[config.mk]
export PLATFORM = sky130hd
export DESIGN_NAME = dtec_top
export DESIGN_NICKNAME = d
export VERILOG_FILES = /design/src/dtec_top.v
export VERILOG_INCLUDE_DIRS = /design/src
export SDC_FILE = /design/constraint.sdc
export NUM_CORES = 1
export LEC_CHECK = 0
export BUFFER_PORTS_ARGS = -buffer_cell sky130_fd_sc_hd__clkbuf_2
export CORE_MARGIN = 5
export CORE_UTILIZATION = 40
export DETAILED_ROUTE_END_ITERATION = 6
export GPL_TIMING_DRIVEN = 0
export PLACE_DENSITY = 0.58
export SLEW_MARGIN = 5
export SYNTH_ARGS = -nofsm -noshare
export SYNTH_HDL_FRONTEND = slang
export SYNTH_SLANG_ARGS = --single-unit
[constraint.sdc]
create_clock -name clk_i -period 2.38 [get_ports clk_i]
set_input_delay 0.595 -clock clk_i [delete_from_list [all_inputs] [get_ports clk_i]]
set_output_delay 0.595 -clock clk_i [all_outputs]
set_load 0.005 [all_outputs]
[src/dtec_consts.vh]
// constants for the dual timer/event counter
`ifndef DTEC_CONSTS_VH
`define DTEC_CONSTS_VH
// ----------------------------------------
// register addresses
// ----------------------------------------
`define DTEC_A_IRQ       8'h0B
`define DTEC_A_C8_VAL    8'h0D
`define DTEC_A_C8_CTL    8'h0E
`define DTEC_A_C16_HI    8'h0F
`define DTEC_A_C16_LO    8'h10
`define DTEC_A_C16_CTL   8'h11
// ----------------------------------------
// control fields
// ----------------------------------------
`define DTEC_PS_HI       2
`define DTEC_PS_LO       0
`define DTEC_EDGE        3
`define DTEC_RUN         4
`define DTEC_CLKSEL      5
`define DTEC_MODE_HI     7
`define DTEC_MODE_LO     6
`define DTEC_MODE_EV     2'h1
`define DTEC_MODE_TM     2'h2
`define DTEC_MODE_PW     2'h3
`define DTEC_CTL_RST     8'h08
// ----------------------------------------
// interrupt control zero fields
// ----------------------------------------
`define DTEC_IE8         2
`define DTEC_IE16        3
`define DTEC_F8          5
`define DTEC_F16         6
`define DTEC_IRQ_MASK    8'h6C
`define DTEC_IRQ_RST     8'h00
// ----------------------------------------
// misc values
// ----------------------------------------
`define DTEC_CNT_RST     16'h0000
`define DTEC_CNT8_RST    8'h00
`define DTEC_DIV4_LAST   2'h3
`define DTEC_PS_MAX      3'h7
`endif

[src/dtec_top.v]
// dual timer/event counter: 8-bit and 16-bit counters with register port
// Function
// - counter zero is 8-bit up-counter, clocked from pin or internal source
// - counter zero clock select bit 5: 0 system clock, 1 internal rc
// - counter one is 16-bit up-counter, clocked from pin or internal source
// - counter one clock select bit 5: 0 system clock/4, 1 internal rc
// - counter zero write loads preload path; read returns current count
// - counter one low write only fills low-byte buffer
// - counter one high write moves byte plus buffer into 16-bit preload
// - high read returns high count, copies low count to buffer; low reads buffer
// - event/timer modes count up to all ones, then reload from preload
// - overflow sets flag bit 5 (zero) or bit 6 (one) of irq control
// - edge bit picks event edge or pulse polarity
// - pulse mode counts between start edge and return, then clears enable
// - finished measurement holds; no restart until enable set again
// - pulse mode counts internal ticks; overflow reloads and flags
// - control bit 4 enables counting; event/timer only software clears it
// - any overflow is a wake-up source
// - cleared interrupt enable blocks overflow interrupt in every mode
// - write while disabled loads counter too; while enabled only preload
// - a read of a counter blocks its clock for that cycle
// - counter zero prescaler bits 2:0 divide by 1..64, 111 also 64
//
// The plain strobed port is this design's own decision.
`include "dtec_consts.vh"

module dtec_top (
    input  wire       clk_i,
    input  wire       rst_n_i,
    input  wire [7:0] addr_i,
    input  wire [7:0] wdata_i,
    input  wire       wr_i,
    input  wire       rd_i,
    output reg  [7:0] rdata_o,
    input  wire       c8_pin_i,
    input  wire       c16_pin_i,
    input  wire       rc_osc_i,
    output wire       c8_irq_o,
    output wire       c16_irq_o,
    output reg        wake_o
);

// ----------------------------------------
// helpers
// ----------------------------------------
// prescaler tap: divide by 2^ps, 7 behaves like 6
function presc_hit;
    input [5:0] pc;
    input [2:0] ps;
    reg   [5:0] m;
    begin
        case (ps)
            3'h0:    m = 6'h00;
            3'h1:    m = 6'h01;
            3'h2:    m = 6'h03;
            3'h3:    m = 6'h07;
            3'h4:    m = 6'h0F;
            3'h5:    m = 6'h1F;
            default: m = 6'h3F;
        endcase
        presc_hit = ((pc & m) == m);
    end
endfunction

// strobe qualified by one register address
function addr_hit;
    input       stb;
    input [7:0] a;
    input [7:0] want;
    begin
        addr_hit = stb & (a == want);
    end
endfunction

// accepted edge: stages two and three agree on a level the output does not hold yet
function sync_edge;
    input [2:0] s;
    input       acc;
    input       lvl;
    begin
        sync_edge = (s[1] == s[2]) & (s[2] == lvl) & (acc != lvl);
    end
endfunction

// ----------------------------------------
// input synchronisers
// ----------------------------------------
// three stages; a new level is accepted once stages two and three agree
reg  [2:0]  p8_s_q;
reg  [2:0]  p16_s_q;
reg  [2:0]  rc_s_q;
reg         p8_q;
reg         p16_q;
reg         rc_q;
reg         p8_rise;
reg         p8_fall;
reg         p16_rise;
reg         p16_fall;
reg         rc_tick;

always @(posedge clk_i) begin
    if (!rst_n_i) begin
        p8_s_q  <= 3'h0;
        p16_s_q <= 3'h0;
        rc_s_q  <= 3'h0;
        p8_q    <= 1'b0;
        p16_q   <= 1'b0;
        rc_q    <= 1'b0;
    end else begin
        p8_s_q  <= {p8_s_q[1:0], c8_pin_i};
        p16_s_q <= {p16_s_q[1:0], c16_pin_i};
        rc_s_q  <= {rc_s_q[1:0], rc_osc_i};
        if (p8_s_q[1] == p8_s_q[2]) begin
            p8_q <= p8_s_q[2];
        end
        if (p16_s_q[1] == p16_s_q[2]) begin
            p16_q <= p16_s_q[2];
        end
        if (rc_s_q[1] == rc_s_q[2]) begin
            rc_q <= rc_s_q[2];
        end
    end
end

always @* begin
    p8_rise  = sync_edge(p8_s_q, p8_q, 1'b1);
    p8_fall  = sync_edge(p8_s_q, p8_q, 1'b0);
    p16_rise = sync_edge(p16_s_q, p16_q, 1'b1);
    p16_fall = sync_edge(p16_s_q, p16_q, 1'b0);
    rc_tick  = sync_edge(rc_s_q, rc_q, 1'b1);
end

// ----------------------------------------
// registers and decode
// ----------------------------------------
reg  [7:0]  c8_ctl_q;
reg  [7:0]  c16_ctl_q;
reg  [7:0]  irq_q;
reg  [7:0]  c8_cnt_q;
reg  [7:0]  c8_pre_q;
reg  [15:0] c16_cnt_q;
reg  [15:0] c16_pre_q;
reg  [7:0]  c16_lobuf_q;
reg  [5:0]  c8_pc_q;
reg  [5:0]  c16_pc_q;
reg  [1:0]  div4_q;
reg         c8_meas_q;
reg         c16_meas_q;

wire w8v  = addr_hit(wr_i, addr_i, `DTEC_A_C8_VAL);
wire w8c  = addr_hit(wr_i, addr_i, `DTEC_A_C8_CTL);
wire w16h = addr_hit(wr_i, addr_i, `DTEC_A_C16_HI);
wire w16l = addr_hit(wr_i, addr_i, `DTEC_A_C16_LO);
wire w16c = addr_hit(wr_i, addr_i, `DTEC_A_C16_CTL);
wire wirq = addr_hit(wr_i, addr_i, `DTEC_A_IRQ);
wire r8v  = addr_hit(rd_i, addr_i, `DTEC_A_C8_VAL);
wire r16h = addr_hit(rd_i, addr_i, `DTEC_A_C16_HI);

wire [1:0] c8_mode  = c8_ctl_q[`DTEC_MODE_HI:`DTEC_MODE_LO];
wire [1:0] c16_mode = c16_ctl_q[`DTEC_MODE_HI:`DTEC_MODE_LO];
wire       c8_run   = c8_ctl_q[`DTEC_RUN];
wire       c16_run  = c16_ctl_q[`DTEC_RUN];
wire       c8_edge  = c8_ctl_q[`DTEC_EDGE];
wire       c16_edge = c16_ctl_q[`DTEC_EDGE];

// ----------------------------------------
// clock sources and prescalers
// ----------------------------------------
wire c8_src  = c8_ctl_q[`DTEC_CLKSEL] ? rc_tick : 1'b1;
wire c16_src = c16_ctl_q[`DTEC_CLKSEL] ? rc_tick : (div4_q == `DTEC_DIV4_LAST);

wire c8_pt  = c8_src & presc_hit(c8_pc_q, c8_ctl_q[`DTEC_PS_HI:`DTEC_PS_LO]);
wire c16_pt = c16_src & presc_hit(c16_pc_q, c16_ctl_q[`DTEC_PS_HI:`DTEC_PS_LO]);

always @(posedge clk_i) begin
    if (!rst_n_i) begin
        div4_q   <= 2'h0;
        c8_pc_q  <= 6'h00;
        c16_pc_q <= 6'h00;
    end else begin
        div4_q <= div4_q + 2'h1;
        if (c8_src) begin
            c8_pc_q <= c8_pc_q + 6'h01;
        end
        if (c16_src) begin
            c16_pc_q <= c16_pc_q + 6'h01;
        end
    end
end

// ----------------------------------------
// count enables
// ----------------------------------------
// event edge: 1 falling, 0 rising; pulse start edge: 1 rising, 0 falling
wire c8_ev   = c8_edge ? p8_fall : p8_rise;
wire c16_ev  = c16_edge ? p16_fall : p16_rise;
wire c8_st   = c8_edge ? p8_rise : p8_fall;
wire c16_st  = c16_edge ? p16_rise : p16_fall;
wire c8_pw   = (c8_mode == `DTEC_MODE_PW);
wire c16_pw  = (c16_mode == `DTEC_MODE_PW);
wire c8_done  = c8_pw & c8_run & c8_meas_q & c8_ev;
wire c16_done = c16_pw & c16_run & c16_meas_q & c16_ev;

// read of the counter freezes it for that cycle; the lost tick is accepted
wire c8_inc = c8_run & ~r8v &
              (((c8_mode == `DTEC_MODE_EV) & c8_ev) |
               ((c8_mode == `DTEC_MODE_TM) & c8_pt) |
               (c8_pw & c8_meas_q & ~c8_done & c8_pt));
wire c16_inc = c16_run & ~r16h &
               (((c16_mode == `DTEC_MODE_EV) & c16_ev) |
                ((c16_mode == `DTEC_MODE_TM) & c16_pt) |
                (c16_pw & c16_meas_q & ~c16_done & c16_pt));

wire c8_ov  = c8_inc & (c8_cnt_q == 8'hFF);
wire c16_ov = c16_inc & (c16_cnt_q == 16'hFFFF);

// ----------------------------------------
// control registers and pulse measurement
// ----------------------------------------
reg  [7:0]  c8_ctl_d;
reg  [7:0]  c16_ctl_d;
reg         c8_meas_d;
reg         c16_meas_d;

// a software write wins over the hardware clear of the run bit
always @* begin
    c8_ctl_d   = c8_ctl_q;
    c16_ctl_d  = c16_ctl_q;
    c8_meas_d  = c8_meas_q;
    c16_meas_d = c16_meas_q;
    if (w8c) begin
        c8_ctl_d = wdata_i;
    end else if (c8_done) begin
        c8_ctl_d[`DTEC_RUN] = 1'b0;
    end
    if (w16c) begin
        c16_ctl_d = wdata_i;
    end else if (c16_done) begin
        c16_ctl_d[`DTEC_RUN] = 1'b0;
    end
    if (!c8_pw || !c8_run || c8_done) begin
        c8_meas_d = 1'b0;
    end else if (c8_st) begin
        c8_meas_d = 1'b1;
    end
    if (!c16_pw || !c16_run || c16_done) begin
        c16_meas_d = 1'b0;
    end else if (c16_st) begin
        c16_meas_d = 1'b1;
    end
end

always @(posedge clk_i) begin
    if (!rst_n_i) begin
        c8_ctl_q   <= `DTEC_CTL_RST;
        c16_ctl_q  <= `DTEC_CTL_RST;
        c8_meas_q  <= 1'b0;
        c16_meas_q <= 1'b0;
    end else begin
        c8_ctl_q   <= c8_ctl_d;
        c16_ctl_q  <= c16_ctl_d;
        c8_meas_q  <= c8_meas_d;
        c16_meas_q <= c16_meas_d;
    end
end

// ----------------------------------------
// counters, preloads and low-byte buffer
// ----------------------------------------
reg  [7:0]  c8_cnt_d;
reg  [7:0]  c8_pre_d;
reg  [15:0] c16_cnt_d;
reg  [15:0] c16_pre_d;
reg  [7:0]  c16_lobuf_d;

// a preload write while counting does not disturb the running count
always @* begin
    c8_cnt_d    = c8_cnt_q;
    c8_pre_d    = c8_pre_q;
    c16_cnt_d   = c16_cnt_q;
    c16_pre_d   = c16_pre_q;
    c16_lobuf_d = c16_lobuf_q;
    if (w8v) begin
        c8_pre_d = wdata_i;
    end
    if (w8v && !c8_run) begin
        c8_cnt_d = wdata_i;
    end else if (c8_ov) begin
        c8_cnt_d = c8_pre_q;
    end else if (c8_inc) begin
        c8_cnt_d = c8_cnt_q + 8'h01;
    end
    if (w16l) begin
        c16_lobuf_d = wdata_i;
    end else if (r16h) begin
        c16_lobuf_d = c16_cnt_q[7:0];
    end
    if (w16h) begin
        c16_pre_d = {wdata_i, c16_lobuf_q};
    end
    if (w16h && !c16_run) begin
        c16_cnt_d = {wdata_i, c16_lobuf_q};
    end else if (c16_ov) begin
        c16_cnt_d = c16_pre_q;
    end else if (c16_inc) begin
        c16_cnt_d = c16_cnt_q + 16'h0001;
    end
end

always @(posedge clk_i) begin
    if (!rst_n_i) begin
        c8_cnt_q    <= `DTEC_CNT8_RST;
        c8_pre_q    <= `DTEC_CNT8_RST;
        c16_cnt_q   <= `DTEC_CNT_RST;
        c16_pre_q   <= `DTEC_CNT_RST;
        c16_lobuf_q <= `DTEC_CNT8_RST;
    end else begin
        c8_cnt_q    <= c8_cnt_d;
        c8_pre_q    <= c8_pre_d;
        c16_cnt_q   <= c16_cnt_d;
        c16_pre_q   <= c16_pre_d;
        c16_lobuf_q <= c16_lobuf_d;
    end
end

// ----------------------------------------
// interrupt control zero, wake-up
// ----------------------------------------
// hardware set wins over a software clear in the same cycle
reg [7:0] irq_d;
always @* begin
    irq_d = wirq ? (wdata_i & `DTEC_IRQ_MASK) : irq_q;
    if (c8_ov) begin
        irq_d[`DTEC_F8] = 1'b1;
    end
    if (c16_ov) begin
        irq_d[`DTEC_F16] = 1'b1;
    end
end

always @(posedge clk_i) begin
    if (!rst_n_i) begin
        irq_q  <= `DTEC_IRQ_RST;
        wake_o <= 1'b0;
    end else begin
        irq_q  <= irq_d;
        wake_o <= c8_ov | c16_ov;
    end
end

assign c8_irq_o  = irq_q[`DTEC_F8] & irq_q[`DTEC_IE8];
assign c16_irq_o = irq_q[`DTEC_F16] & irq_q[`DTEC_IE16];

// ----------------------------------------
// read data
// ----------------------------------------
// unmapped addresses read zero
always @(posedge clk_i) begin
    if (!rst_n_i) begin
        rdata_o <= 8'h00;
    end else if (rd_i) begin
        case (addr_i)
            `DTEC_A_IRQ:     rdata_o <= irq_q;
            `DTEC_A_C8_VAL:  rdata_o <= c8_cnt_q;
            `DTEC_A_C8_CTL:  rdata_o <= c8_ctl_q;
            `DTEC_A_C16_HI:  rdata_o <= c16_cnt_q[15:8];
            `DTEC_A_C16_LO:  rdata_o <= c16_lobuf_q;
            `DTEC_A_C16_CTL: rdata_o <= c16_ctl_q;
            default:         rdata_o <= 8'h00;
        endcase
    end else begin
        rdata_o <= 8'h00;
    end
end

endmodule // dtec_top

; ---- Word-level counts from Yosys, hierarchy flattened
; Cells that the tools add are included.
[word_totals]
register_bits = 113
elab_cells = 167
output_inout_bits = 11
input_bits = 23
[op_classes]
reduce_logical = 22
bitwise = 61
n_eq_ne = 30
n_mux = 24
add_sub_neg = 5
[ops]
columns = op, count
row1 = one-hot mux 6 bit (6 select lines), 2
row2 = two-way mux 16 bit, 3
row3 = one-hot mux 8 bit (6 select lines), 1
row4 = AND 1 bit, 44
row5 = two-way mux 8 bit, 5
row6 = "== test 8 x 4 -> 1 bit, second input constant", 4
row7 = "adder 16 x 1 -> 16 bit, second input constant", 1
row8 = "== test 16 bit, second input constant", 1
row9 = "== test 8 x 5 -> 1 bit, second input constant", 2
row10 = "adder 6 x 1 -> 6 bit, second input constant", 2
row11 = AND 6 bit, 2
row12 = "== test 3 x 2 -> 1 bit, second input constant", 4
row13 = "== test 3 bit, second input constant", 4
row14 = == test 6 bit, 2
row15 = two-way mux 1 bit, 12
row16 = "== test 2 bit, second input constant", 5
row17 = NOT 1 bit, 10
row18 = nonzero test 2 bit, 5
row19 = "adder 8 x 1 -> 8 bit, second input constant", 1
row20 = "== test 8 bit, second input constant", 1
row21 = two-way mux 7 bit, 1
row22 = "== test 3 x 1 -> 1 bit, second input constant", 2
row23 = zero test 3 bit, 2
row24 = nonzero test 3 bit, 2
row25 = other kinds (9), 24

; ---- Logic depth before layout (Yosys ltp)
[depth]
depth_word = 13
mapped_depth = 9
mapped_depth_nobuf = 8

; ---- Worst setup path before layout
; Ideal clock, no wire load.
[synth_path]
kind = in2reg
startpoint = input port addr_i[0]
endpoint = register c16_cnt_q[13]
path_stages = 9
setup_ns = 0.133
n_path_buf = 4
setup_slack_ns = -0.072
arrival_time_ns = 2.319
cell_sequence = buf_4 or4b_4 or2_1 buf_6 or3_1 buf_2 buf_6 nand3_1 a31oi_1
[synth_between]
elab_chain_cells = 8
elab_cells_between_ends = 11
cone_classes = eq/ne (1) / mux (2) / bitwise (6) / reduce/logical (2)
[synth_lines]
columns = element, line
row1 = from (decl), dtec_top.v:30  ; input wire [7:0] addr_i,
row2 = == test 8 x 4 -> 1 bit *, dtec_top.v:71  ; addr_hit = stb & (a == want);
row3 = AND 1 bit, dtec_top.v:71
row4 = NOT 1 bit, dtec_top.v:209  ; wire c16_inc = c16_run & ~r16h &
row5 = AND 1 bit (2 in series), dtec_top.v:209
row6 = AND 1 bit, dtec_top.v:215  ; wire c16_ov = c16_inc & (c16_cnt_q == 16'hFFFF);
row7 = two-way mux 16 bit, dtec_top.v:303  ; end else if (c16_ov) begin
row8 = two-way mux 16 bit, dtec_top.v:301  ; if (w16h && !c16_run) begin
row9 = to (signal assigned), dtec_top.v:314  ; c16_cnt_q <= `DTEC_CNT_RST;
row10 = to (signal assigned), dtec_top.v:320  ; c16_cnt_q <= c16_cnt_d;
row11 = to (decl), dtec_top.v:141  ; reg [15:0] c16_cnt_q;
; Every way passes the cells marked *; elsewhere a longest branch is shown, timed or not.
; A chain may end at the register's enable or synchronous reset.

; ---- Worst setup path in the final report
[layout_path]
startpoint = input port addr_i[5]
endpoint = register c16_cnt_q[11]
; Same word-level chain as after synthesis.

==> metrics.md <==
| Metric | Value |
|---|---|
| Register area share after synthesis | `39.4%` |
| Drt first pass iters | `6` |
| Fraction of layout cells with a size suffix above 1 | `15.5%` |
| HP Class | `input pin to flip-flop` |
| Gr usage total | `21.3%` |
| Area growth, synth to finish | `18.5%` |
| Worst setup margin | `0.0401 ns` |
| Antenna cells | `0` |
| Post-Syn Area per Cell | `8.69 um2` |
| F_max | `427 MHz` |
| Post-route DRC | `0` |
| Fin cells | `901` |
| Async SR Flop Fraction | `0%` |
| Flop2flop setup slack | `0.13 ns` |
| # fillers | `1335` |
| Vias | `5233` |
| Reg area | `2260 um2` |
| Wire per inst | `19.4 um` |
| # setup viols final | `0` |
| Post-DRT Antenna Nets | `0` |
| Top routing layer in use | `met4` |
| Leakage | `2.51 nW` |
| Max_slew headroom | `51.2%` |
| Number of DRC markers in iteration 0 | `535` |
| Final hold violations | `0` |
| CP endpoint kind | `flip-flop` |
| Initial antenna violation count | `0` |
| Placer Congestion | `0.909` |
| Placed instance count | `869` |
| Post-synthesis sequential element count | `113` |
| Syn_nets | `696` |
| Clock insertion delay at the later pin of the skew report | `0.42 ns` |
| VDD IR max | `0.501 mV` |
| Port Buffers | `29` |
| Hold Startpoint | `c8_pin_i` |
| Design Area, Final | `6800 um2` |
| Syn Inst Count | `660` |
| Post-layout min period | `2.34 ns` |
| Crit Path Max Fanout | `10` |
| Worst hold stages | `2` |
| First-pass GRT wire length | `27.3 mm` |
| Warnings from Yosys | `0` |
| Vias/cell | `5.81` |
| Hold WS | `0.381 ns` |
| Max_cap viols | `0` |
| Gr ovfl total | `0` |
| CTS tree | `done` |
| Power Total | `4.53 mW` |
| Post-synth EDFFs | `0` |
| Metal2 WL | `7.63 mm` |
| Root Buffer | `clkbuf_16` |
| Clock Sinks | `113` |
| Reg clk slew, reported paths | `0.05 ns` |
| Worst Skew | `0.00984 ns` |
| Cts bufs inserted | `17` |
| Aggregate routed wire length | `17.5 mm` |
| Top Ports | `34` |
| Die width | `130 um` |
| Critical path required time | `2.65 ns` |
| Worst setup SP type | `input pin` |
| Outcome | `finished clean` |
| Crit path from | `addr_i[5]` |
| R2R Path End | `c16_cnt_q[15]$_SDFFE_PN0P_` |
| Final period utilization | `98.3%` |
| Synth Flop Type | `dfxtp_1` |
| R2R cell count | `8` |
| Worst-Margin Slew | `0.732 ns` |
| Hold EP | `p8_s_q[0]$_SDFF_PN0_` |
| Die Y | `130 um` |
| Dpl cell area | `6120 um2` |
| Max-slew violations | `0` |
| Critical path class | `input pin to flip-flop` |
| R2R Path Start | `rc_s_q[1]$_SDFF_PN0_` |
| Core Region | `14000 um2` |
| Die area | `16800 um2` |
| Pwr/cell area | `666 nW/um2` |
| H-tree lvl count | `4` |
| Num rows | `43` |
| Clk buf depth | `2` |
| DP Worst Slack | `-0.524 ns` |
| Multi-input logic area | `3320 um2` |
| Metal-1 WL | `8.40 mm` |
| CP Data Arrival Time | `2.61 ns` |
| Met3 wire len | `1.11 mm` |
| HPWL Detailed | `12.3 mm` |
| Hold Buf Count CTS | `0` |
| Yosys cell types | `72` |
| Pin count of the biggest net entering global routing | `17` |
| Vias in the first global route | `5019` |
| Nets | `746` |
| Mapped Area | `5740 um2` |
| Initial core utilization | `41.0%` |
## synth_stat cells (all sizes together) (4+ instances only)
| cell type | number | share of area, % |
|---|---|---|
| a2bb2oi | 9 | 1.4 |
| a211oi | 12 | 1.8 |
| or3 | 4 | 0.44 |
| and3 | 4 | 0.44 |
| a32oi | 5 | 0.76 |
| nor4 | 5 | 0.65 |
| buf | 17 | 1.8 |
| clkbuf | 24 | 1.6 |
| a21oi | 47 | 4.1 |
| ha | 13 | 2.8 |
| nand2b | 7 | 0.76 |
| nand3 | 52 | 4.6 |
| o2bb2ai | 5 | 0.76 |
| dfxtp | 113 | 39 |
| nand4 | 15 | 1.7 |
| nor2b | 4 | 0.44 |
| nor3 | 10 | 1.4 |
| a31oi | 13 | 1.4 |
| a22oi | 7 | 0.92 |
| o22ai | 5 | 0.55 |
| nor2 | 65 | 4.3 |
| o21ai | 8 | 0.70 |
| a222oi | 5 | 0.87 |
| inv | 11 | 0.72 |
| nand2 | 65 | 4.3 |
| xor2 | 9 | 1.4 |
| mux2 | 10 | 2.0 |
| xnor2 | 11 | 1.7 |
| and2 | 14 | 1.5 |
| mux2i | 46 | 8.0 |
| o21a | 4 | 0.52 |
| a211o | 4 | 0.61 |
## routing by layer
layer / global-route usage [%] / vias to the layer above
met5: 0 / -
li1: - / 2509
met3: 4.75 / 25
met4: 7.82 / 0
met2: 31.3 / 182
met1: 30.7 / 2517
## kinds of logic after synthesis
| group | synth area share (%) |
|---|---|
| buffers and inverters | 4.10 |
| xor gates and xnor gates | 3.05 |
| muxes | 9.99 |
| DFF | 39.4 |
| and+or+nand+nor | 23.0 |
| AOI/OAI and AO/OA | 17.4 |
| adders and majority gates | 3.01 |
## flip-flops by register name, indices dropped and copies added (netlist names), 8 cells and up
name         count
c16_cnt_q       16
c16_lobuf_q      8
c8_cnt_q         8
c8_pre_q         8
c16_ctl_q        8
c8_ctl_q         8
rdata_o          8
c16_pre_q       16
## critical path: stages
cell	delay, ns
clkbuf_2	0.10
or4b_4	0.59
nor2_4	0.27
a31oi_1	0.17
o211ai_2	0.24
clkbuf_4	0.33
a2bb2oi_1	0.20
o22ai_1	0.11
## worst max path at each step
stage | endpoint | slack [ns]
finish | c16_cnt_q[11]$_SDFFE_PN0P_ | 0.04
global route | c16_cnt_q[5]$_SDFFE_PN0P_ | -0.03
CTS | wake_o$_SDFF_PN0_ | 0.001
detailed placement | wake_o$_SDFF_PN0_ | -0.52
global placement | c16_cnt_q[11]$_SDFFE_PN0P_ | -0.46
floorplan | c8_cnt_q[6]$_SDFFE_PN0P_ | 0.003
## final cells by class
type	count	area share (%)
plain buffers	39	3.11
multi-input cells	495	48.9
clock buffers	25	7.43
well taps	180	3.31
repair buffers	33	2.58
flip-flops and latches	113	33.3
clock inverters	5	0.773
inverters	11	0.607
## power breakdown
| part | total, mW | switching [mW] | internal [mW] |
|---|---|---|---|
| logic | 0.184 | 0.128 | 0.0562 |
| registers | 1.93 | 0.0159 | 1.91 |
| clock network | 2.41 | 0.861 | 1.55 |
## placed cells by master, fill, tap and decap left out, types with 4 or more instances in the layout
master | netlist | routed
nand4_1 | 14 | 14
a31oi_1 | 13 | 13
o21a_1 | 4 | 4
and2_1 | 14 | 14
clkbuf_8 | 0 | 5
ha_1 | 13 | 12
inv_1 | 10 | 10
a32oi_1 | 5 | 5
o22ai_1 | 5 | 5
dfxtp_1 | 113 | 111
nand3_2 | 1 | 4
a211oi_1 | 11 | 11
a222oi_1 | 5 | 5
a21oi_1 | 47 | 47
clkbuf_2 | 2 | 31
clkbuf_4 | 0 | 4
a2bb2oi_1 | 9 | 9
a211o_1 | 4 | 4
buf_6 | 3 | 4
nand2b_1 | 7 | 7
nor2_1 | 64 | 64
mux2_2 | 10 | 10
clkbuf_16 | 0 | 17
or3_1 | 4 | 4
buf_1 | 4 | 4
mux2i_1 | 46 | 45
buf_2 | 9 | 5
nor3_1 | 7 | 6
o21ai_0 | 8 | 8
nand2_1 | 65 | 65
buf_4 | 1 | 4
o2bb2ai_1 | 5 | 5
clkbuf_1 | 22 | 22
xnor2_1 | 11 | 11
a22oi_1 | 7 | 7
xor2_1 | 9 | 9
nand3_1 | 51 | 48
nor2b_1 | 4 | 4
and3_1 | 4 | 4
## what timing repair did
action | CTS | global route
resized for setup | 10 | 11
pin swaps | 0 | 1
buffers inserted | 0 | 4
setup endpoints to repair | 25 | 30
## per-stage QoR
step           utilization, %  setup TNS [ns]
6_report                 48.6               0
5_1_grt                  48.6         -0.0473
4_1_cts                  48.0               0
3_5_place_dp             43.8          -19.46
3_3_place_gp             43.8          -17.74
2_1_floorplan               -               0
(Power assumes the default switching activity.)
